## src/hw/icir_pkg.sv

```systemverilog
// Package for the isochronous context interrupt register block.
// Assumes a 32-bit register port with byte offsets as addresses.
package icir_pkg;
    // ==========================================================
    // Register offsets
    localparam logic [7:0] ICIR_TX_EVT_SET = 8'h90;
    localparam logic [7:0] ICIR_TX_EVT_CLR = 8'h94;
    localparam logic [7:0] ICIR_TX_MSK_SET = 8'h98;
    localparam logic [7:0] ICIR_TX_MSK_CLR = 8'h9C;
    localparam logic [7:0] ICIR_RX_EVT_SET = 8'hA0;
    localparam logic [7:0] ICIR_RX_EVT_CLR = 8'hA4;
    localparam logic [7:0] ICIR_RX_MSK_SET = 8'hA8;
    localparam logic [7:0] ICIR_RX_MSK_CLR = 8'hAC;
    localparam logic [7:0] ICIR_MAIN_MSK_SET = 8'hB0;
    localparam logic [7:0] ICIR_MAIN_MSK_CLR = 8'hB4;
    // ==========================================================
    // Field positions in the main mask and summary view
    localparam int ICIR_TX_SUM_BIT = 6;
    localparam int ICIR_RX_SUM_BIT = 7;
    localparam int ICIR_GATE_BIT = 31;
    // ==========================================================
    // Reset values
    localparam logic ICIR_RST_BIT = 1'h0;
endpackage : icir_pkg

```

## src/hw/icir_top.sv

```systemverilog
// Per-context isochronous interrupt event and mask registers.
// Assumes synchronous context interrupt inputs and a register master
// that issues one-cycle strobes and never waits.
// Operation
// - Transmit context irq line pulses on last output command with irq enabled.
// - Receive context irq line pulses on any input command with irq enabled.
// - Tx event bit sets on irq rising edge or set-alias write of one.
// - Tx event bit clears only by writing one through the clear alias.
// - Tx clear alias read returns events ANDed with mask.
// - Rx event bit sets on edge or set write; clears by clear write.
// - Rx clear alias read returns events ANDed with mask.
// - Tx event has eight bits; upper bits read zero.
// - Tx event bit n feeds the transmit summary event, main bit 6.
// - Rx event has four bits; upper bits read zero.
// - Rx event bit n feeds the receive summary event, main bit 7.
// - Tx mask reads the same through either alias.
// - Tx mask bit n enables tx event bit n into the summary.
// - Rx mask reads through either alias; bit n enables rx event n.
// - Tx summary interrupts only when main mask bit 6 is set.
// - Rx summary interrupts only when main mask bit 7 is set.
// - No interrupt unless the global gate bit 31 is set.
`timescale 1ns/10ps
module icir_top
    import icir_pkg::*;
#(
    parameter int TX_CTX = 8,
    parameter int RX_CTX = 4
) (
    input wire logic mclk_i,
    input wire logic resetn_i,
    input wire logic [7:0] reg_addr_i,
    input wire logic [31:0] reg_wdata_i,
    input wire logic reg_wr_i,
    input wire logic reg_rd_i,
    input wire logic [TX_CTX-1:0] tx_ctx_irq_i,
    input wire logic [RX_CTX-1:0] rx_ctx_irq_i,
    output logic [31:0] reg_rdata_o,
    output logic tx_summary_event_o,
    output logic rx_summary_event_o,
    output logic irq_o
);
    // ==========================================================
    // Reset release
    logic rst_meta_ff;
    logic rst_sync_ff;
    always_ff @(posedge mclk_i or negedge resetn_i) begin
        if (!resetn_i) begin
            rst_meta_ff <= 1'b0;
            rst_sync_ff <= 1'b0;
        end else begin
            rst_meta_ff <= 1'b1;
            rst_sync_ff <= rst_meta_ff;
        end
    end
    wire logic rstn = rst_sync_ff;

    // ==========================================================
    // Decode
    wire logic wr_tx_es = reg_wr_i && (reg_addr_i == ICIR_TX_EVT_SET);
    wire logic wr_tx_ec = reg_wr_i && (reg_addr_i == ICIR_TX_EVT_CLR);
    wire logic wr_tx_ms = reg_wr_i && (reg_addr_i == ICIR_TX_MSK_SET);
    wire logic wr_tx_mc = reg_wr_i && (reg_addr_i == ICIR_TX_MSK_CLR);
    wire logic wr_rx_es = reg_wr_i && (reg_addr_i == ICIR_RX_EVT_SET);
    wire logic wr_rx_ec = reg_wr_i && (reg_addr_i == ICIR_RX_EVT_CLR);
    wire logic wr_rx_ms = reg_wr_i && (reg_addr_i == ICIR_RX_MSK_SET);
    wire logic wr_rx_mc = reg_wr_i && (reg_addr_i == ICIR_RX_MSK_CLR);
    wire logic wr_mm_s = reg_wr_i && (reg_addr_i == ICIR_MAIN_MSK_SET);
    wire logic wr_mm_c = reg_wr_i && (reg_addr_i == ICIR_MAIN_MSK_CLR);

    // ==========================================================
    // Edge detection of context interrupt lines
    // Inputs are synchronous, so a single history flop suffices
    logic [TX_CTX-1:0] tx_irq_d_ff;
    logic [RX_CTX-1:0] rx_irq_d_ff;
    always_ff @(posedge mclk_i or negedge rstn) begin
        if (!rstn) begin
            tx_irq_d_ff <= '0;
            rx_irq_d_ff <= '0;
        end else begin
            tx_irq_d_ff <= tx_ctx_irq_i;
            rx_irq_d_ff <= rx_ctx_irq_i;
        end
    end
    wire logic [TX_CTX-1:0] tx_rise = tx_ctx_irq_i & ~tx_irq_d_ff;
    wire logic [RX_CTX-1:0] rx_rise = rx_ctx_irq_i & ~rx_irq_d_ff;

    // ==========================================================
    // Event registers; a set in the same cycle as a clear wins
    logic [TX_CTX-1:0] tx_evt_ff;
    logic [RX_CTX-1:0] rx_evt_ff;
    logic [TX_CTX-1:0] nxt_tx_evt;
    logic [RX_CTX-1:0] nxt_rx_evt;
    wire logic [TX_CTX-1:0] tx_wd = reg_wdata_i[TX_CTX-1:0];
    wire logic [RX_CTX-1:0] rx_wd = reg_wdata_i[RX_CTX-1:0];
    always_comb begin
        nxt_tx_evt = tx_evt_ff;
        if (wr_tx_ec) begin
            nxt_tx_evt = nxt_tx_evt & ~tx_wd;
        end
        nxt_tx_evt = nxt_tx_evt | tx_rise;
        if (wr_tx_es) begin
            nxt_tx_evt = nxt_tx_evt | tx_wd;
        end
    end
    always_comb begin
        nxt_rx_evt = rx_evt_ff;
        if (wr_rx_ec) begin
            nxt_rx_evt = nxt_rx_evt & ~rx_wd;
        end
        nxt_rx_evt = nxt_rx_evt | rx_rise;
        if (wr_rx_es) begin
            nxt_rx_evt = nxt_rx_evt | rx_wd;
        end
    end
    always_ff @(posedge mclk_i or negedge rstn) begin
        if (!rstn) begin
            tx_evt_ff <= '0;
            rx_evt_ff <= '0;
        end else begin
            tx_evt_ff <= nxt_tx_evt;
            rx_evt_ff <= nxt_rx_evt;
        end
    end

    // ==========================================================
    // Mask registers, including the main mask bits this block owns
    logic [TX_CTX-1:0] tx_msk_ff;
    logic [RX_CTX-1:0] rx_msk_ff;
    logic mm_tx_ff;
    logic mm_rx_ff;
    logic mm_gate_ff;
    always_ff @(posedge mclk_i or negedge rstn) begin
        if (!rstn) begin
            tx_msk_ff <= '0;
        end else if (wr_tx_ms) begin
            tx_msk_ff <= tx_msk_ff | tx_wd;
        end else if (wr_tx_mc) begin
            tx_msk_ff <= tx_msk_ff & ~tx_wd;
        end
    end
    always_ff @(posedge mclk_i or negedge rstn) begin
        if (!rstn) begin
            rx_msk_ff <= '0;
        end else if (wr_rx_ms) begin
            rx_msk_ff <= rx_msk_ff | rx_wd;
        end else if (wr_rx_mc) begin
            rx_msk_ff <= rx_msk_ff & ~rx_wd;
        end
    end
    always_ff @(posedge mclk_i or negedge rstn) begin
        if (!rstn) begin
            mm_tx_ff <= ICIR_RST_BIT;
            mm_rx_ff <= ICIR_RST_BIT;
            mm_gate_ff <= ICIR_RST_BIT;
        end else if (wr_mm_s) begin
            mm_tx_ff <= mm_tx_ff | reg_wdata_i[ICIR_TX_SUM_BIT];
            mm_rx_ff <= mm_rx_ff | reg_wdata_i[ICIR_RX_SUM_BIT];
            mm_gate_ff <= mm_gate_ff | reg_wdata_i[ICIR_GATE_BIT];
        end else if (wr_mm_c) begin
            mm_tx_ff <= mm_tx_ff & ~reg_wdata_i[ICIR_TX_SUM_BIT];
            mm_rx_ff <= mm_rx_ff & ~reg_wdata_i[ICIR_RX_SUM_BIT];
            mm_gate_ff <= mm_gate_ff & ~reg_wdata_i[ICIR_GATE_BIT];
        end
    end

    // ==========================================================
    // Summary events and interrupt; registered, so one cycle behind
    wire logic tx_sum = |(tx_evt_ff & tx_msk_ff);
    wire logic rx_sum = |(rx_evt_ff & rx_msk_ff);
    wire logic tx_fire = tx_sum & mm_tx_ff;
    wire logic rx_fire = rx_sum & mm_rx_ff;
    always_ff @(posedge mclk_i or negedge rstn) begin
        if (!rstn) begin
            tx_summary_event_o <= 1'b0;
            rx_summary_event_o <= 1'b0;
            irq_o <= 1'b0;
        end else begin
            tx_summary_event_o <= tx_sum;
            rx_summary_event_o <= rx_sum;
            irq_o <= mm_gate_ff & (tx_fire | rx_fire);
        end
    end

    // ==========================================================
    // Read data; unmapped offsets read zero
    logic [31:0] nxt_rdata;
    always_comb begin
        nxt_rdata = 32'h0000_0000;
        if (!reg_rd_i) begin
            nxt_rdata = 32'h0000_0000;
        end else if (reg_addr_i == ICIR_TX_EVT_SET) begin
            nxt_rdata[TX_CTX-1:0] = tx_evt_ff;
        end else if (reg_addr_i == ICIR_TX_EVT_CLR) begin
            nxt_rdata[TX_CTX-1:0] = tx_evt_ff & tx_msk_ff;
        end else if (reg_addr_i == ICIR_TX_MSK_SET ||
                     reg_addr_i == ICIR_TX_MSK_CLR) begin
            nxt_rdata[TX_CTX-1:0] = tx_msk_ff;
        end else if (reg_addr_i == ICIR_RX_EVT_SET) begin
            nxt_rdata[RX_CTX-1:0] = rx_evt_ff;
        end else if (reg_addr_i == ICIR_RX_EVT_CLR) begin
            nxt_rdata[RX_CTX-1:0] = rx_evt_ff & rx_msk_ff;
        end else if (reg_addr_i == ICIR_RX_MSK_SET ||
                     reg_addr_i == ICIR_RX_MSK_CLR) begin
            nxt_rdata[RX_CTX-1:0] = rx_msk_ff;
        end else if (reg_addr_i == ICIR_MAIN_MSK_SET ||
                     reg_addr_i == ICIR_MAIN_MSK_CLR) begin
            nxt_rdata[ICIR_TX_SUM_BIT] = mm_tx_ff;
            nxt_rdata[ICIR_RX_SUM_BIT] = mm_rx_ff;
            nxt_rdata[ICIR_GATE_BIT] = mm_gate_ff;
        end
    end
    always_ff @(posedge mclk_i or negedge rstn) begin
        if (!rstn) begin
            reg_rdata_o <= 32'h0000_0000;
        end else begin
            reg_rdata_o <= nxt_rdata;
        end
    end

    // ==========================================================
    // Checks
    a_tx_edge_set: assert property (@(posedge mclk_i) disable iff (!rstn)
        (tx_ctx_irq_i[0] && !tx_irq_d_ff[0]) |=> tx_evt_ff[0])
        else $error("tx edge did not set event");
    a_tx_hold: assert property (@(posedge mclk_i) disable iff (!rstn)
        (tx_evt_ff[1] && !(wr_tx_ec && reg_wdata_i[1])) |=> tx_evt_ff[1])
        else $error("tx event cleared without clear write");
    a_tx_clr_rd: assert property (@(posedge mclk_i) disable iff (!rstn)
        (reg_rd_i && reg_addr_i == ICIR_TX_EVT_CLR) |=>
        reg_rdata_o == {24'h000000, $past(tx_evt_ff & tx_msk_ff)})
        else $error("tx clear alias read wrong");
    a_rx_edge_set: assert property (@(posedge mclk_i) disable iff (!rstn)
        (rx_ctx_irq_i[2] && !rx_irq_d_ff[2]) |=> rx_evt_ff[2])
        else $error("rx edge did not set event");
    a_rx_clr_rd: assert property (@(posedge mclk_i) disable iff (!rstn)
        (reg_rd_i && reg_addr_i == ICIR_RX_EVT_CLR) |=>
        reg_rdata_o == {28'h0000000, $past(rx_evt_ff & rx_msk_ff)})
        else $error("rx clear alias read wrong");
    a_rx_upper_zero: assert property (@(posedge mclk_i) disable iff (!rstn)
        (reg_rd_i && reg_addr_i == ICIR_RX_EVT_SET) |=>
        reg_rdata_o[31:RX_CTX] == '0)
        else $error("rx reserved bits not zero");
    a_msk_zero_wr: assert property (@(posedge mclk_i) disable iff (!rstn)
        (wr_tx_ms && reg_wdata_i[TX_CTX-1:0] == '0) |=> $stable(tx_msk_ff))
        else $error("zero write changed mask");
    a_tx_summary: assert property (@(posedge mclk_i) disable iff (!rstn)
        tx_summary_event_o == $past(|(tx_evt_ff & tx_msk_ff)))
        else $error("tx summary mismatch");
    a_irq_gate: assert property (@(posedge mclk_i) disable iff (!rstn)
        irq_o |-> $past(mm_gate_ff) && $past(tx_fire || rx_fire))
        else $error("irq without gate");
    // ==========================================================
    // Further checks; set and clear are probed on separate bits
    a_tx_ctx_rise: assert property (@(posedge mclk_i)
        disable iff (!rstn)
        (tx_ctx_irq_i[7] && !tx_irq_d_ff[7]) |=> tx_evt_ff[7])
        else $error("tx context rise lost");
    a_rx_ctx_rise: assert property (@(posedge mclk_i)
        disable iff (!rstn)
        (rx_ctx_irq_i[0] && !rx_irq_d_ff[0]) |=> rx_evt_ff[0])
        else $error("rx context rise lost");
    a_tx_set_wr: assert property (@(posedge mclk_i)
        disable iff (!rstn)
        (wr_tx_es && reg_wdata_i[5]) |=> tx_evt_ff[5])
        else $error("tx set write lost");
    a_tx_clr_wr: assert property (@(posedge mclk_i)
        disable iff (!rstn)
        (wr_tx_ec && reg_wdata_i[2] && !tx_rise[2]) |=> !tx_evt_ff[2])
        else $error("tx clear write lost");
    a_tx_evt_hold: assert property (@(posedge mclk_i)
        disable iff (!rstn)
        (tx_evt_ff[6] && !(wr_tx_ec && reg_wdata_i[6])) |=> tx_evt_ff[6])
        else $error("tx event dropped");
    a_rx_set_wr: assert property (@(posedge mclk_i)
        disable iff (!rstn)
        (wr_rx_es && reg_wdata_i[1]) |=> rx_evt_ff[1])
        else $error("rx set write lost");
    a_rx_clr_wr: assert property (@(posedge mclk_i)
        disable iff (!rstn)
        (wr_rx_ec && reg_wdata_i[2] && !rx_rise[2]) |=> !rx_evt_ff[2])
        else $error("rx clear write lost");
    a_rx_evt_hold: assert property (@(posedge mclk_i)
        disable iff (!rstn)
        (rx_evt_ff[3] && !(wr_rx_ec && reg_wdata_i[3])) |=> rx_evt_ff[3])
        else $error("rx event dropped");
    a_tx_upper_zero: assert property (@(posedge mclk_i)
        disable iff (!rstn)
        (reg_rd_i && reg_addr_i == ICIR_TX_EVT_SET) |=> reg_rdata_o[31:TX_CTX] == '0)
        else $error("tx reserved bits not zero");
    a_tx_evt_rd: assert property (@(posedge mclk_i)
        disable iff (!rstn)
        (reg_rd_i && reg_addr_i == ICIR_TX_EVT_SET) |=> reg_rdata_o[TX_CTX-1:0] == $past(tx_evt_ff))
        else $error("tx event read wrong");
    a_rx_evt_rd: assert property (@(posedge mclk_i)
        disable iff (!rstn)
        (reg_rd_i && reg_addr_i == ICIR_RX_EVT_SET) |=> reg_rdata_o[RX_CTX-1:0] == $past(rx_evt_ff))
        else $error("rx event read wrong");
    a_tx_msk_rd: assert property (@(posedge mclk_i)
        disable iff (!rstn)
        (reg_rd_i && reg_addr_i == ICIR_TX_MSK_CLR) |=> reg_rdata_o[TX_CTX-1:0] == $past(tx_msk_ff))
        else $error("tx mask read wrong");
    a_rx_msk_rd: assert property (@(posedge mclk_i)
        disable iff (!rstn)
        (reg_rd_i && reg_addr_i == ICIR_RX_MSK_CLR) |=> reg_rdata_o[RX_CTX-1:0] == $past(rx_msk_ff))
        else $error("rx mask read wrong");
    a_tx_msk_set: assert property (@(posedge mclk_i)
        disable iff (!rstn)
        wr_tx_ms |=> tx_msk_ff == ($past(tx_msk_ff) | $past(tx_wd)))
        else $error("tx mask set wrong");
    a_tx_msk_clr: assert property (@(posedge mclk_i)
        disable iff (!rstn)
        wr_tx_mc |=> tx_msk_ff == ($past(tx_msk_ff) & ~$past(tx_wd)))
        else $error("tx mask clear wrong");
    a_rx_msk_set: assert property (@(posedge mclk_i)
        disable iff (!rstn)
        wr_rx_ms |=> rx_msk_ff == ($past(rx_msk_ff) | $past(rx_wd)))
        else $error("rx mask set wrong");
    a_rx_msk_clr: assert property (@(posedge mclk_i)
        disable iff (!rstn)
        wr_rx_mc |=> rx_msk_ff == ($past(rx_msk_ff) & ~$past(rx_wd)))
        else $error("rx mask clear wrong");
    a_rx_summary: assert property (@(posedge mclk_i)
        disable iff (!rstn)
        rx_summary_event_o == $past(|(rx_evt_ff & rx_msk_ff)))
        else $error("rx summary mismatch");
    a_tx_sum_src: assert property (@(posedge mclk_i)
        disable iff (!rstn)
        tx_summary_event_o |-> $past(|tx_evt_ff))
        else $error("tx summary without event");
    a_rx_sum_src: assert property (@(posedge mclk_i)
        disable iff (!rstn)
        rx_summary_event_o |-> $past(|rx_evt_ff))
        else $error("rx summary without event");
    a_irq_tx_path: assert property (@(posedge mclk_i)
        disable iff (!rstn)
        (irq_o && !$past(rx_fire)) |-> $past(mm_tx_ff))
        else $error("tx irq without enable");
    a_irq_rx_path: assert property (@(posedge mclk_i)
        disable iff (!rstn)
        (irq_o && !$past(tx_fire)) |-> $past(mm_rx_ff))
        else $error("rx irq without enable");
    a_tx_zero_set: assert property (@(posedge mclk_i)
        disable iff (!rstn)
        (wr_tx_es && tx_wd == '0 && tx_rise == '0) |=> $stable(tx_evt_ff))
        else $error("zero set write changed event");
    a_rx_zero_clr: assert property (@(posedge mclk_i)
        disable iff (!rstn)
        (wr_rx_ec && rx_wd == '0 && rx_rise == '0) |=> $stable(rx_evt_ff))
        else $error("zero clear write changed event");
    a_rx_msk_upper: assert property (@(posedge mclk_i)
        disable iff (!rstn)
        (reg_rd_i && reg_addr_i == ICIR_RX_MSK_SET) |=> reg_rdata_o[31:RX_CTX] == '0)
        else $error("rx mask reserved bits set");
endmodule // icir_top

```

## config.mk

```make
export PLATFORM = sky130hd
export DESIGN_NAME = icir_top
export DESIGN_NICKNAME = d
export VERILOG_FILES = /design/src/hw/icir_pkg.sv /design/src/hw/icir_top.sv
export SDC_FILE = /design/constraint.sdc
export NUM_CORES = 1
export LEC_CHECK = 0
export ABC_CLOCK_PERIOD_IN_PS = 3850
export BUFFER_PORTS_ARGS = -buffer_cell sky130_fd_sc_hd__buf_2
export CAP_MARGIN = 20
export CORE_MARGIN = 8
export CORE_UTILIZATION = 23
export DETAILED_ROUTE_END_ITERATION = 10
export HOLD_SLACK_MARGIN = 0.1
export MAX_ROUTING_LAYER = met4
export PLACE_DENSITY = 0.47
export SYNTH_ARGS = -nofsm -noshare
export SYNTH_HDL_FRONTEND = slang
export SYNTH_SLANG_ARGS = --single-unit
```

## constraint.sdc

```tcl
create_clock -name mclk_i -period 3.85 [get_ports mclk_i]
set_input_delay 0.77 -clock mclk_i [delete_from_list [all_inputs] [get_ports mclk_i]]
set_output_delay 0.77 -clock mclk_i [all_outputs]
set_load 0.02 [all_outputs]
```

==> flow_summary_export.csv <==
group,metric,value,unit
power_and_ir_drop,max-vdd-ir-drop,0.123,mV
placement,dp.cells,397,
sta,rsz0062_at_grt,"no",
finish,seq_area,1330,um2
drt,routed_via_density,4.36,
clock_network,path_clk_slew,0.09,ns
finish,post_layout_nonfiller_instances,404,
flow_run,max-cap-violations,0,
setup_path,critPathTopFamily,"simple AND/OR/NAND/NOR gates",
clock_network,hold_buffers,0,
sta,final-setup-viol-count,0,
die,core_area,10800,um2
grt,grt_pass1_wl,10.1,mm
finish,syn_to_final_growth,13.7,%
synth,synth.distinct_cells,37,
synth,synth-seq-cells,53,
finish,final_area,2880,um2
synth,synth_mux_area_share,7.81,%
setup_path,reg2reg_from,"tx_evt_ff[6]$_DFF_PN0_",
setup_path,critPathBufInv,1,
drt,wl_per_cell,15.8,um
die,row_count,38,
power_and_ir_drop,leakagePower,0.00130,uW
grt,antenna_found_initial,0,
clock_network,htreeDepth,2,
sta,relSlewSlack,53.1,%
grt,grt_pass1_vias,1854,
clock_network,cts_root_buf,"clkbuf_8",
power_and_ir_drop,power_frac_clock,29.2,%
drt,first_iter_violations,61,
synth,synth_compound_area_share,15.6,%
grt,grt_max_degree,42,
power_and_ir_drop,p_sw,263,uW
power_and_ir_drop,p_sw_share,26.1,%
setup_path,crit_type,"in -> reg",
synth,netlist_area,2530,um2
setup_path,cp-start-kind,"input pin",
clock_network,clock_latency,0.30,ns
setup_path,crit_fanout,21,
sta,setup-tns-final,0,ns
power_and_ir_drop,internal_power,744,uW
synth,synth_area_leaders,"dfrtp_1 (52%), buf_4 (8.0%), a221o_1 (6.3%), mux2_4 (4.7%), nand2_1 (4.6%)",
synth,syn_avg_cell_area,11.5,um2
setup_path,max_stage_delay,0.52,ns
synth,synth_edf_count,0,
finish,fillCellCount,1162,
run_status,outcome,"completed",
sta,fin_ws,1.71,ns
placement,place_ws,1.33,ns
finish,multiInputGateArea,1050,um2
placement,hpwl,4.80,mm
power_and_ir_drop,seq_power_share,58.4,%
power_and_ir_drop,power_frac_comb,12.3,%
die,dieArea,14600,um2
setup_path,critPathRequiredTime,4.04,ns
clock_network,clkSinkCount,53,
sta,slew_viol_final,0,
setup_path,cp_slowest_cell,"and4_1",
synth,ys_warn_count,0,
synth,synth_top_area_cell,"dfrtp_1",
drt,wl,6.38,mm
setup_path,cp-end-kind,"flip-flop",
placement,place_area,2800,um2
finish,diodes,0,
grt,overflow,0,
sta,clock.fmax,0.467,GHz
clock_network,post-cts-setup-buffers,0,
clock_network,post_cts_resized,0,
sta,worst_pin_slew,0.700,ns
die,ios,91,
setup_path,r2r_slack,2.42,ns
finish,drive_above_1_share,26.1,%
synth,synth_top_family_by_area,"compound AO/OA/AOI/OAI gates",
clock_network,cts_buffer_depth,2,
die,die_h,121,um
setup_path,path_cells,"buf_2 > nor3_1 > and4_1 > nand2_1 > a221o_1",
power_and_ir_drop,power_density,350,nW/um2
drt,post-route-drc-count,0,
setup_path,arrival,2.34,ns
clock_network,tritoncts,"done",
drt,ant_nets,0,
synth,synth_top_flop_cell,"dfrtp_1",
setup_path,r2r-end,"irq_o$_DFF_PN0_",
synth,synthCells,221,
die,die_w,121,um
die,start_util,23.5,%
grt,grt_use_total,9.19,%
sta,timing.final.crit_share,55.7,%
placement,port_buffers,44,
synth,async_reset_ff_share,100,%
drt,vias,1761,
sta,fin_crit,2.14,ns
clock_network,numCtsBuffers,5,
worst_hold_path,min_path_type,"reg -> async",
synth,ys_seq_area_share,52.4,%
synth,yosys.area_share.simple,14.6,%
synth,synth_common_cells,"dfrtp_1 (53), nand2_1 (31), buf_4 (27), a221o_1 (16), nor2b_1 (12)",
setup_path,reg2reg_depth,4,
synth,yosysMostFrequentCell,"dfrtp_1",
synth,yosys.area.top_type_share,52.4,%
sta,hold_viol_final,0,
finish,num-nets-final,320,
placement,gp_congestion,0.777,
sta,skew,0.00818,ns
synth,synth_xor_area_share,0,%
synth,yosys.area_share.adder,0,%
drt,firstDrtPassIters,4,
## cells by family (layout without fill, tap and decap cells)
logic type / after synthesis / in the layout
and+or+nand+nor: 67 / 67
DFF: 53 / 53
other: 2 / 24
muxes: 15 / 15
buffers and inverters: 35 / 56
AOI/OAI and AO/OA: 49 / 49
## worst max-delay path by stage
stage | start | depth (start not counted) | endpoint
global placement | reg_addr_i[3] | 5 | tx_evt_ff[6]$_DFF_PN0_
floorplan | reg_addr_i[6] | 6 | flip-flop
global route | reg_addr_i[3] | 5 | tx_evt_ff[1]$_DFF_PN0_
CTS | reg_addr_i[3] | 5 | tx_evt_ff[7]$_DFF_PN0_
finish | reg_addr_i[3] | 5 | tx_evt_ff[6]$_DFF_PN0_
detailed placement | reg_addr_i[3] | 5 | tx_evt_ff[6]$_DFF_PN0_
## cell usage in the layout, fill, tap and decap left out, drive strengths merged, types with 6 or more instances in the layout
cell type,instances
dfrtp,53
buf,46
nand2,32
conb,24
a221o,16
mux2,14
nor2b,12
o21ai,11
a22oi,8
clkbuf,6
## power by group through the flow
stage / clock, uW / combinational, uW / sequential (uW)
after global routing: 338 / 138 / 591
final: 294 / 124 / 588
after global placement: 0 / 124 / 599
after detailed placement: 0 / 125 / 600
after CTS: 313 / 125 / 589
after floorplan: 0 / 82.5 / 610
## layer usage
layer / vias to the layer above / share of wire [%] / track usage, % / routed length (um)
li1: 843 / - / - / -
met1: 852 / 45 / 11.4 / 2880
met2: 61 / 47 / 14.0 / 3010
met3: 5 / 6.7 / 2.65 / 428
met4: 0 / 1.1 / 3.04 / 68
met5: - / 0 / - / 0
## layout make-up
class	instances	share of cell area [%]
clock inverter	1	0.174
clock buffer	6	2.52
sequential	53	46.1
timing repair buffer	46	8.17
multi-input combinational	155	36.5
inverter	3	0.391
tap	140	6.08
## stage by stage
| stage | power, uW | utilization [%] | hold slack [ns] |
|---|---|---|---|
| after detailed placement | 725 | 26.0 | 0.140 |
| after floorplan | 692 | - | 0.331 |
| final | 1010 | 26.7 | 0.138 |
| after global placement | 723 | 26.0 | 0.135 |
| after global routing | 1070 | 26.7 | 0.165 |
| after CTS | 1030 | 26.7 | 0.149 |
Power figures use the tool's default switching activity.
